### src/design/port_defs.svh
// Purpose: constants for the two-port pin function control block
// Assumes: included by bare name from the package and the design modules
// Notes: register select = {register index, high-byte alias flag}
`ifndef PORT_DEFS_SVH
`define PORT_DEFS_SVH

// register indices
`define PPF_IDX_ANA_DATA 3'h0
`define PPF_IDX_ANA_DIR 3'h1
`define PPF_IDX_ADDR_DATA 3'h2
`define PPF_IDX_ADDR_DIR 3'h3
`define PPF_IDX_ADDR_FSEL 3'h4
`define PPF_IDX_ADDR_ALT 3'h5
`define PPF_IDX_ADDR_ALTE 3'h6
`define PPF_IDX_NONE 3'h7
`define PPF_NUM_REGS 7

// selects: bit 0 set means the high-byte alias
`define PPF_SEL_ANA_DATA_LOW 4'h0
`define PPF_SEL_ANA_DATA_HIGH 4'h1
`define PPF_SEL_ANA_DIR_LOW 4'h2
`define PPF_SEL_ANA_DIR_HIGH 4'h3
`define PPF_SEL_ADDR_DATA 4'h4
`define PPF_SEL_ADDR_DATA_HI 4'h5
`define PPF_SEL_ADDR_DIR 4'h6
`define PPF_SEL_ADDR_DIR_HI 4'h7
`define PPF_SEL_ADDR_FSEL 4'h8
`define PPF_SEL_ADDR_FSEL_HI 4'h9
`define PPF_SEL_ADDR_ALT 4'hA
`define PPF_SEL_ADDR_ALT_HI 4'hB
`define PPF_SEL_ADDR_ALTE 4'hC
`define PPF_SEL_ADDR_ALTE_HI 4'hD

// access sizes
`define PPF_SZ_BYTE 2'h0
`define PPF_SZ_BIT 2'h1
`define PPF_SZ_WORD 2'h2

// reset values, all-ones value and byte masks
`define PPF_RST_DIR 16'hFFFF
`define PPF_RST_ZERO 16'h0000
`define PPF_ALL_ONES 16'hFFFF
`define PPF_MASK_LO 16'h00FF
`define PPF_MASK_HI 16'hFF00

`endif

### src/design/port_pkg.sv
// Purpose: shared types of the pin function control block
// Assumes: port_defs.svh holds the numeric values
// Notes: none
`include "port_defs.svh"

package port_pkg;
   typedef enum logic [1:0]
   {
      SZ_BYTE = `PPF_SZ_BYTE,
      SZ_BIT = `PPF_SZ_BIT,
      SZ_WORD = `PPF_SZ_WORD
   } acc_size_e;
endpackage

### src/design/reg16_if.sv
// Purpose: write strobes, data and contents of one 16-bit port register
// Assumes: single clock domain
// Notes: ctl side drives strobes, store side holds the register
`timescale 1ns/1ns
`default_nettype none

interface reg16_if;
   logic wr_lo;
   logic wr_hi;
   logic [15:0] wdata;
   logic [15:0] q;
   modport ctl (output wr_lo, output wr_hi, output wdata, input q);
   modport store (input wr_lo, input wr_hi, input wdata, output q);
endinterface

`default_nettype wire

### src/design/port_reg16.sv
// Purpose: 16-bit port register with independent low and high byte strobes
// Assumes: strobes come from logic on sys_clk
// Notes: both strobes together form a word write
`timescale 1ns/1ns
`default_nettype none
`include "port_defs.svh"

module port_reg16 #(
   parameter logic [15:0] RST_VAL = `PPF_RST_ZERO
) (
   input wire logic sys_clk,
   input wire logic rst,
   reg16_if.store store
);
   logic [15:0] val_r;
   logic [15:0] val_nxt;

   always_comb
   begin
      val_nxt = val_r;
      if (store.wr_lo)
      begin
         val_nxt[7:0] = store.wdata[7:0];
      end
      if (store.wr_hi)
      begin
         val_nxt[15:8] = store.wdata[15:8];
      end
   end

   always_ff @(posedge sys_clk or posedge rst)
   begin
      if (rst)
      begin
         val_r <= RST_VAL;
      end
      else
      begin
         val_r <= val_nxt;
      end
   end

   assign store.q = val_r;
endmodule

`default_nettype wire

### src/design/port_pin_function_control.sv
// Purpose: register and pin logic of an analog-shared port and an address-shared port
// Assumes: access port driven from sys_clk logic; pins are asynchronous
// Notes: high-byte aliases accept byte and bit access only
//
// Overview of operation
// software avoids analog data access during conversion
// software sets direction bit before analog use
// data high byte readable as alias low byte
// direction high byte reachable through its alias
// function select high byte through its alias
// alternate choice high byte through its alias
// extended choice high byte through its alias
// address mode needs one all-ones word write
// clear choice register before selecting address mode
// byte alias touches high byte; word all
// direction bit one turns pin driver off
`timescale 1ns/1ns
`default_nettype none
`include "port_defs.svh"

module port_pin_function_control (
   input wire logic sys_clk,
   input wire logic rst,
   input wire logic acc_wr,
   input wire logic acc_rd,
   input wire logic [3:0] acc_sel,
   input wire port_pkg::acc_size_e acc_size,
   input wire logic [2:0] acc_bit,
   input wire logic [15:0] acc_wdata,
   output logic [15:0] acc_rdata_r,
   input wire logic [15:0] analog_port_pin_in,
   output logic [15:0] analog_port_pin_out_r,
   output logic [15:0] analog_port_pin_oe_r,
   output logic [15:0] converter_input_pin_en_r,
   input wire logic [15:0] addr_port_pins_in,
   output logic [15:0] addr_port_pins_out_r,
   output logic [15:0] addr_port_pins_oe_r,
   input wire logic [15:0] external_address_lines,
   output logic separate_addr_mode_r
);
   reg16_if rif [`PPF_NUM_REGS] ();
   logic [15:0] q_all [`PPF_NUM_REGS];
   logic [15:0] src_all [`PPF_NUM_REGS];
   logic [`PPF_NUM_REGS-1:0] wr_lo_v;
   logic [`PPF_NUM_REGS-1:0] wr_hi_v;
   logic [15:0] wd;
   logic [15:0] cur;
   logic [15:0] rd_val;
   logic [3:0] bpos;
   logic [2:0] idx;
   logic hi;
   logic [15:0] ana_s1_r;
   logic [15:0] ana_s2_r;
   logic [15:0] addr_s1_r;
   logic [15:0] addr_s2_r;
   logic [15:0] ana_data_w;
   logic [15:0] ana_dir_w;
   logic [15:0] pdat_w;
   logic [15:0] dir_w;
   logic [15:0] fsel_w;
   logic [15:0] alt_w;
   logic [15:0] alte_w;
   logic [15:0] alt_addr;
   logic [15:0] acc_rdata_nxt;
   logic [15:0] ana_out_nxt;
   logic [15:0] ana_oe_nxt;
   logic [15:0] conv_en_nxt;
   logic [15:0] addr_out_nxt;
   logic [15:0] addr_oe_nxt;
   logic sep_mode_nxt;

   genvar g;
   generate
      for (g = 0; g < `PPF_NUM_REGS; g++)
      begin : g_reg
         port_reg16 #(
            .RST_VAL((g == `PPF_IDX_ANA_DIR || g == `PPF_IDX_ADDR_DIR) ?
                     `PPF_RST_DIR : `PPF_RST_ZERO)
         ) u_reg (
            .sys_clk(sys_clk),
            .rst(rst),
            .store(rif[g])
         );
         assign rif[g].wr_lo = wr_lo_v[g];
         assign rif[g].wr_hi = wr_hi_v[g];
         assign rif[g].wdata = wd;
         assign q_all[g] = rif[g].q;
      end
   endgenerate

   assign ana_data_w = q_all[`PPF_IDX_ANA_DATA];
   assign ana_dir_w = q_all[`PPF_IDX_ANA_DIR];
   assign pdat_w = q_all[`PPF_IDX_ADDR_DATA];
   assign dir_w = q_all[`PPF_IDX_ADDR_DIR];
   assign fsel_w = q_all[`PPF_IDX_ADDR_FSEL];
   assign alt_w = q_all[`PPF_IDX_ADDR_ALT];
   assign alte_w = q_all[`PPF_IDX_ADDR_ALTE];

   // pins in input or alternate mode read back the pin, else the output latch
   always_comb
   begin
      src_all = q_all;
      src_all[`PPF_IDX_ANA_DATA] = (ana_dir_w & ana_s2_r) | (~ana_dir_w & ana_data_w);
      src_all[`PPF_IDX_ADDR_DATA] = ((dir_w | fsel_w) & addr_s2_r)
                                  | (~(dir_w | fsel_w) & pdat_w);
   end

   // write path: word writes go to the base select only, aliases take bytes and bits
   always_comb
   begin
      idx = acc_sel[3:1];
      hi = acc_sel[0];
      bpos = {hi, acc_bit};
      wr_lo_v = '0;
      wr_hi_v = '0;
      cur = (idx == `PPF_IDX_NONE) ? `PPF_RST_ZERO : q_all[idx];
      wd = {acc_wdata[7:0], acc_wdata[7:0]};
      if (acc_wr && idx != `PPF_IDX_NONE)
      begin
         if (acc_size == port_pkg::SZ_WORD && !hi)
         begin
            wd = acc_wdata;
            wr_lo_v[idx] = 1'b1;
            wr_hi_v[idx] = 1'b1;
         end
         else if (acc_size == port_pkg::SZ_BYTE)
         begin
            wr_lo_v[idx] = !hi;
            wr_hi_v[idx] = hi;
         end
         else if (acc_size == port_pkg::SZ_BIT)
         begin
            wd = cur;
            wd[bpos] = acc_wdata[0];
            wr_lo_v[idx] = !hi;
            wr_hi_v[idx] = hi;
         end
      end
   end

   // read path; the result holds until the next read
   always_comb
   begin
      rd_val = (idx == `PPF_IDX_NONE) ? `PPF_RST_ZERO : src_all[idx];
      acc_rdata_nxt = acc_rdata_r;
      if (acc_rd)
      begin
         if (idx == `PPF_IDX_NONE)
         begin
            acc_rdata_nxt = 16'h0000;
         end
         else if (acc_size == port_pkg::SZ_WORD && !hi)
         begin
            acc_rdata_nxt = rd_val;
         end
         else if (acc_size == port_pkg::SZ_BYTE)
         begin
            acc_rdata_nxt = hi ? (rd_val >> 8) : (rd_val & `PPF_MASK_LO);
         end
         else if (acc_size == port_pkg::SZ_BIT)
         begin
            acc_rdata_nxt = {15'h0000, rd_val[bpos]};
         end
         else
         begin
            acc_rdata_nxt = 16'h0000;
         end
      end
   end

   // pin drive; the address select only reaches the pins when the choice bits are clear
   always_comb
   begin
      alt_addr = fsel_w & ~alt_w & ~alte_w;
      ana_out_nxt = ana_data_w;
      ana_oe_nxt = ~ana_dir_w;
      conv_en_nxt = ana_dir_w;
      addr_out_nxt = (alt_addr & external_address_lines) | (~fsel_w & pdat_w);
      addr_oe_nxt = ~dir_w & (~fsel_w | alt_addr);
      sep_mode_nxt = (fsel_w == `PPF_ALL_ONES) && (alt_w == `PPF_RST_ZERO);
   end

   always_ff @(posedge sys_clk or posedge rst)
   begin
      if (rst)
      begin
         ana_s1_r <= 16'h0000;
         ana_s2_r <= 16'h0000;
         addr_s1_r <= 16'h0000;
         addr_s2_r <= 16'h0000;
      end
      else
      begin
         ana_s1_r <= analog_port_pin_in;
         ana_s2_r <= ana_s1_r;
         addr_s1_r <= addr_port_pins_in;
         addr_s2_r <= addr_s1_r;
      end
   end

   // analog data is not guarded against conversion; software keeps off it
   always_ff @(posedge sys_clk or posedge rst)
   begin
      if (rst)
      begin
         acc_rdata_r <= 16'h0000;
         analog_port_pin_out_r <= 16'h0000;
         analog_port_pin_oe_r <= 16'h0000;
         converter_input_pin_en_r <= 16'h0000;
         addr_port_pins_out_r <= 16'h0000;
         addr_port_pins_oe_r <= 16'h0000;
         separate_addr_mode_r <= 1'b0;
      end
      else
      begin
         acc_rdata_r <= acc_rdata_nxt;
         analog_port_pin_out_r <= ana_out_nxt;
         analog_port_pin_oe_r <= ana_oe_nxt;
         converter_input_pin_en_r <= conv_en_nxt;
         addr_port_pins_out_r <= addr_out_nxt;
         addr_port_pins_oe_r <= addr_oe_nxt;
         separate_addr_mode_r <= sep_mode_nxt;
      end
   end
endmodule

`default_nettype wire

### config.mk
export PLATFORM = sky130hd
export DESIGN_NAME = port_pin_function_control
export DESIGN_NICKNAME = d
export VERILOG_FILES = /design/src/design/port_pkg.sv /design/src/design/reg16_if.sv /design/src/design/port_reg16.sv /design/src/design/port_pin_function_control.sv
export VERILOG_INCLUDE_DIRS = /design/src /design/src/design
export SDC_FILE = /design/constraint.sdc
export NUM_CORES = 1
export LEC_CHECK = 0
export BUFFER_PORTS_ARGS = -buffer_cell sky130_fd_sc_hd__buf_2
export CAP_MARGIN = 25
export CORE_ASPECT_RATIO = 0.6
export CORE_MARGIN = 5
export CORE_UTILIZATION = 52
export DETAILED_ROUTE_END_ITERATION = 7
export GPL_TIMING_DRIVEN = 1
export MAX_ROUTING_LAYER = met4
export PLACE_DENSITY = 0.74
export SYNTH_ARGS = -nofsm -noshare
export SYNTH_HDL_FRONTEND = slang
export SYNTH_HIERARCHICAL = 1
export SYNTH_SLANG_ARGS = --single-unit
### constraint.sdc
create_clock -name sys_clk -period 5 [get_ports sys_clk]
set_clock_uncertainty 0.15 [all_clocks]
set_input_delay 0.75 -clock sys_clk [delete_from_list [all_inputs] [get_ports sys_clk]]
set_output_delay 0.75 -clock sys_clk [all_outputs]
set_load 0.03 [all_outputs]
[Word-level counts from Yosys, hierarchy flattened]
Index checks and enable logic that the tools add are counted.
Cells by class
  reductions and logical operators: 8
  magnitude comparators: 5
  multiplexer cells: 32
  bitwise operators: 23
  equal/unequal tests: 5
Operators by type and width (number)
  two-way mux 16 bit: 12
  AND 16 bit: 9
  binary-select mux 16 bit (select 3 bit): 2
  inverter 16 bit: 6
  OR 16 bit: 5
  two-way mux 7 bit: 8
  bitwise mux 16 bit: 1
  == test 16 bit (second input constant): 1
  logical NOT 16 bit: 1
  two-way mux 8 bit: 2
  AND 7 bit: 2
  logical AND 1 bit: 5
  less-than comparator 4 x 5 -> 1 bit (second input constant): 1
  binary-select mux 1 bit (select 4 bit): 1
  demux 1 bit (select 4 bit): 1
  >= comparator 4 x 1 -> 1 bit (second input constant): 1
  >= comparator 4 bit (second input constant): 1
  less-than comparator 3 x 4 -> 1 bit (second input constant): 1
  two-way mux 1 bit: 4
  inverter 3 -> 4 bit: 1
  demux 1 bit (select 3 bit): 1
  == test 3 bit (second input constant): 1
  >= comparator 3 x 1 -> 1 bit (second input constant): 1
  inequality test 3 bit (second input constant): 1
  4 further kinds: 4
Storage, ports and cells
  output and inout bits: 97
  bits in registers: 273
  input bits: 77
  word-level logic and storage cells: 98

[Logic depth before layout (Yosys ltp)]
  word-level depth: 14
  mapped depth: 11
  mapped depth without buffers: 8

[Hierarchy]
Netlist, hierarchy kept.
By module, submodules not included
  port_pin_function_control: area an instance 7459.7 um2, cells an instance 739, seq. area each 4028.9 um2, times used 1
  port_reg16 at g_reg[0].u_reg ...: area an instance 666.9 um2, cells an instance 35, seq. area each 400.4 um2, times used 5
  port_reg16 at g_reg[1].u_reg ...: area an instance 686.9 um2, cells an instance 35, seq. area each 420.4 um2, times used 2

[Worst setup path before layout]
OpenSTA, ideal clock, no wires.
  path kind: input to register
  start point: in acc_sel[2]
  end point: reg g_reg[0].u_reg.val_r[1]
  slack: 2.141 ns
  required time: 4.725 ns
  arrival time: 2.584 ns
  setup time: 0.125 ns
  path buffers: 4
  stages: 10
  cells stage by stage: buf_6 > buf_4 > buf_2 > buf_2 > mux4_2 > o21ai_0 > nor2_1 > a21oi_1 > o21ai_0 > mux2_4
Between the ends
  longest elaborated chain between the ends: 10
  elaborated cells between the ends (all ways): 23
  those cells by class: 2 x order compare; 2 x eq/ne; 15 x mux; 2 x bitwise; 2 x reduce/logical
Ends and longest elaborated chain
  start: declaration: RTL line port_pin_function_control.sv:26  | input wire logic [3:0] acc_sel,
  inverter 3 -> 4 bit (not written as such): RTL line port_pin_function_control.sv:116  | cur = (idx == `PPF_IDX_NONE) ? `PPF_RST_ZERO : q_all[idx];
  binary-select mux 16 bit (select 3 bit): RTL line port_pin_function_control.sv:116
  two-way mux 16 bit (not written as such) (2 in a row): RTL line port_pin_function_control.sv:116
  two-way mux 16 bit: RTL line port_pin_function_control.sv:116
  bitwise mux 16 bit: RTL line port_pin_function_control.sv:134  | wd[bpos] = acc_wdata[0];
  two-way mux 16 bit: RTL line port_pin_function_control.sv:131  | else if (acc_size == port_pkg::SZ_BIT)
  two-way mux 16 bit: RTL line port_pin_function_control.sv:126  | else if (acc_size == port_pkg::SZ_BYTE)
  two-way mux 16 bit: RTL line port_pin_function_control.sv:120  | if (acc_size == port_pkg::SZ_WORD && !hi)
  two-way mux 16 bit (*): RTL line port_pin_function_control.sv:118  | if (acc_wr && idx != `PPF_IDX_NONE)
  net rif[0].wdata[1]: RTL line reg16_if.sv:10  | logic [15:0] wdata;
  end signal: assignment: RTL line port_reg16.sv:39  | val_r <= val_nxt;
  end: declaration: RTL line port_reg16.sv:15  | logic [15:0] val_r;
The timed path passes the listed nets; every way through them passes the cells marked *. The select of a mux whose other input is x is not followed.
A chain may end at the register's enable or synchronous reset.

[Worst setup path after layout]
  start point: in acc_sel[3]
  end point: reg g_reg[1].u_reg.val_r[0]
Between the ends
  longest elaborated chain between the ends: 10
  elaborated cells between the ends (all ways): 23
  those cells by class: 2 x order compare; 2 x eq/ne; 15 x mux; 2 x bitwise; 2 x reduce/logical
Ends and longest elaborated chain (RTL line)
  inverter 3 -> 4 bit (not written as such): port_pin_function_control.sv:116
  binary-select mux 16 bit (select 3 bit): port_pin_function_control.sv:116
  two-way mux 16 bit (not written as such) (2 in a row): port_pin_function_control.sv:116
  two-way mux 16 bit: port_pin_function_control.sv:116
  bitwise mux 16 bit: port_pin_function_control.sv:134
  two-way mux 16 bit: port_pin_function_control.sv:131
  two-way mux 16 bit: port_pin_function_control.sv:126
  two-way mux 16 bit: port_pin_function_control.sv:120
  two-way mux 16 bit (*): port_pin_function_control.sv:118
  net rif[0].wdata[0]: reg16_if.sv:10
  end signal: assignment: port_reg16.sv:39
  end: declaration: port_reg16.sv:15
Marked as above.

==> flow_summary.yaml <==
outcome:
  status: "completed"
worst_setup_path:
  path_class: "in2reg"
  arrival_ns: 4.11
  worst-path-max-fanout: 28
  cp-end-kind: "flip-flop"
  worstPathRequired_ns: 5.31
  ff2ff_setup_slack_ns: 2.28
  start_kind: "input pin"
logic_synthesis:
  seq_area_frac_synth_pct: 56.5
  ys_seq_elements: 273
  synthTopCellsByArea: "dfrtp_1 (50%), mux2_4 (14%), dfstp_2 (6.9%), mux4_2 (2.4%), inv_1 (2.3%)"
  synth_top_flop_cell: "dfrtp_1"
  post_synth.cell_area_avg_sq_um: 12.4
  synthArstFlopShare_pct: 100
  synthCells: 984
  synth_top_area_share_pct: 49.6
  synth_warnings: 6
  synth_edf_count: 0
  yosysUniqueCellTypes: 56
  syn_area_sq_um: 12200
  syn_nets: 1061
  yosysTopAreaCell: "dfrtp_1"
clocking:
  path_clk_slew_ns: 0.06
  htreeDepth: 1
  cts_root_buf: "clkbuf_16"
  cts_setup_buffers: 0
  clock_latency_ns: 0.54
  clock_sinks: 273
  cts_hold_buf: 0
  cts_buffers: 25
  post_cts_resized: 0
  clk_path_buf_depth: 3
  cts_tree: "yes"
pwr:
  power.density_nw_per_um2: 493
  p_leak_nw: 6.47
  vdd_drop_max_mv: 0.198
timing:
  fin_crit_ns: 3.80
  hold_violations: 0
  setup_slack_ns: 1.20
  period_share_pct: 76.0
  slew_violations: 0
  max_clock_freq_ghz: 0.263
  relSlewSlack_pct: 26.5
  tightest_slew_ns: 1.10
  rsz0062_at_grt: "no"
  setup_tns_ns: 0
  setup_viol: 0
die:
  die-area_sq_um: 26700
  io_pins: 174
  die_height_um: 128
  rows: 43
  die_x_um: 207
  start_util_pct: 52.7
  coreArea_sq_um: 23100
global_routing:
  grt_pass1_vias: 8839
  overflow: 0
  antenna_found_initial: 2
  grt_max_degree: 91
  grt_pass1_wl_um: 56600
  grt_util_all_layers_pct: 28.9
route:
  drtAntennaViolNets: 0
  drc: 0
  dr_total_vias: 8906
  wirelength_um: 37600
  first_pass_iters: 5
  wl_per_cell_um: 25.2
  drt_iter0_markers: 1293
  via_per_inst: 5.97
run:
  cap_violations: 0
placed_design:
  dpl.cell_count: 1444
  globalplace.congestion: 0.972
  dp_worst_setup_slack_ns: 0.968
  port_buffers: 173
  dp_hpwl_um: 26800
layout:
  fin_util_pct: 61.4
  final_cells: 1492
  nets: 1233
  drive_above_1_share_pct: 36.1
  area_growth_pct: 16.5
hold_path:
  hp-class: "in2reg"
## state kept, by name (all words and copies together), names as in the netlist
name and flops:
separate_addr_mode_r 1, addr_s2_r 16, addr_port_pins_out_r 16, addr_s1_r 16
converter_input_pin_en_r 16, g.u_reg/store.q 112, ana_s1_r 16, addr_port_pins_oe_r 16
analog_port_pin_oe_r 16, acc_rdata_r 16, ana_s2_r 16, analog_port_pin_out_r 16
## power breakdown
part	switching (W)	internal, W
Clock	0.000835	0.00123
Combinational	0.00103	0.000744
Sequential	0.000443	0.00272
## cell families (layout without fill, tap and decap cells)
kind of cell	Yosys count	count (layout)	share of synthesized area, %
AO/OA/AOI/OAI	211	211	11.0
buffers and inverters	127	317	5.14
flip-flops	273	273	56.5
multiplexers	151	151	18.4
other	0	3	0
AND/OR/NAND/NOR	222	222	9.00
## cell type report
type,instances,area (sq um)
multi-input cells,584,4670
flip-flops and latches,273,6870
fillers,1823,8900
well taps,315,394
repair buffers,197,1070
clock inverters,11,191
clock buffers,34,689
inverters,75,285
diodes,3,7.51
## worst paths after layout
path / endpoint / startpoint / cells past startpoint
max: g_reg[1].u_reg/store.q[0]$_DFFE_PP1P_ / acc_sel[3] / 9
min: addr_s1_r[10]$_DFF_PP0_ / addr_port_pins_in[10] / 1
max reg2reg: acc_rdata_r[0]$_DFFE_PP0P_ / g_reg[4].u_reg/store.q[9]$_DFFE_PP0P_ / 5
min reg2reg: ana_s2_r[10]$_DFF_PP0_ / ana_s1_r[10]$_DFF_PP0_ / 0
max in group asynchronous: converter_input_pin_en_r[15]$_DFF_PP0_ / rst / 3
min in group asynchronous: ana_s1_r[6]$_DFF_PP0_ / rst / 2
## layout by cell type (no fill, tap or decap), types with 10 or more instances in the layout
cell,count
a21oi_1,55
buf_2,172
buf_4,22
clkbuf_16,25
dfrtp_1,241
dfstp_2,32
inv_1,74
mux2_4,112
mux2i_1,19
mux4_2,13
nand2_1,63
nand2b_1,10
nand3_1,18
nor2_1,65
nor2b_1,13
o211ai_1,14
o21ai_0,49
o221ai_1,12
o22ai_1,39
or2_2,16
## critical path, stage by stage
cell and delay, ns:
buf_2 0.34, nand2_1 0.26, nor2_1 0.16, nor2_1 0.53, nand2_1 0.58, a21oi_1 0.48
nor2_1 0.07, a21oi_1 0.64, mux2_4 0.28
## synthesized netlist by cell type (4+ instances only)
library cell and instances:
buf_2 11, a22oi_1 6, clkbuf_1 21, a21oi_1 55, or4_1 5, nand2b_1 10
o221ai_1 12, o211ai_1 14, mux2_2 7, nand4_1 4, o22ai_1 39, mux4_2 13
dfrtp_1 241, mux2i_1 19, nor4bb_1 5, nand2_1 63, or3b_1 4, nor2b_1 13
nor3_1 4, nor2_1 66, buf_6 17, nand3_1 18, or2_2 16, mux2_4 112
a211o_1 4, dfstp_2 32, o21ai_0 49, inv_1 75
## metal layers
layer / vias up / global-route usage, % / wire length [um]
li1: 3821 / - / -
met1: 4423 / 44.1 / 17300
met2: 589 / 36.8 / 14700
met3: 73 / 9.55 / 4840
met4: 0 / 6.64 / 831
met5: - / - / 0
## per-stage QoR
stage | total power, W | hold WS [ns] | instance area, sq um
after floorplan | 0.00428 | 0.181 | 12200
final | 0.00700 | 0.175 | 14200
after detailed placement | 0.00492 | 0.185 | 13300
after CTS | 0.00700 | 0.162 | 14200
after global placement | 0.00489 | 0.183 | 13300
after global routing | 0.00728 | 0.163 | 14200
Note: power is estimated with default switching activity, not from simulation.
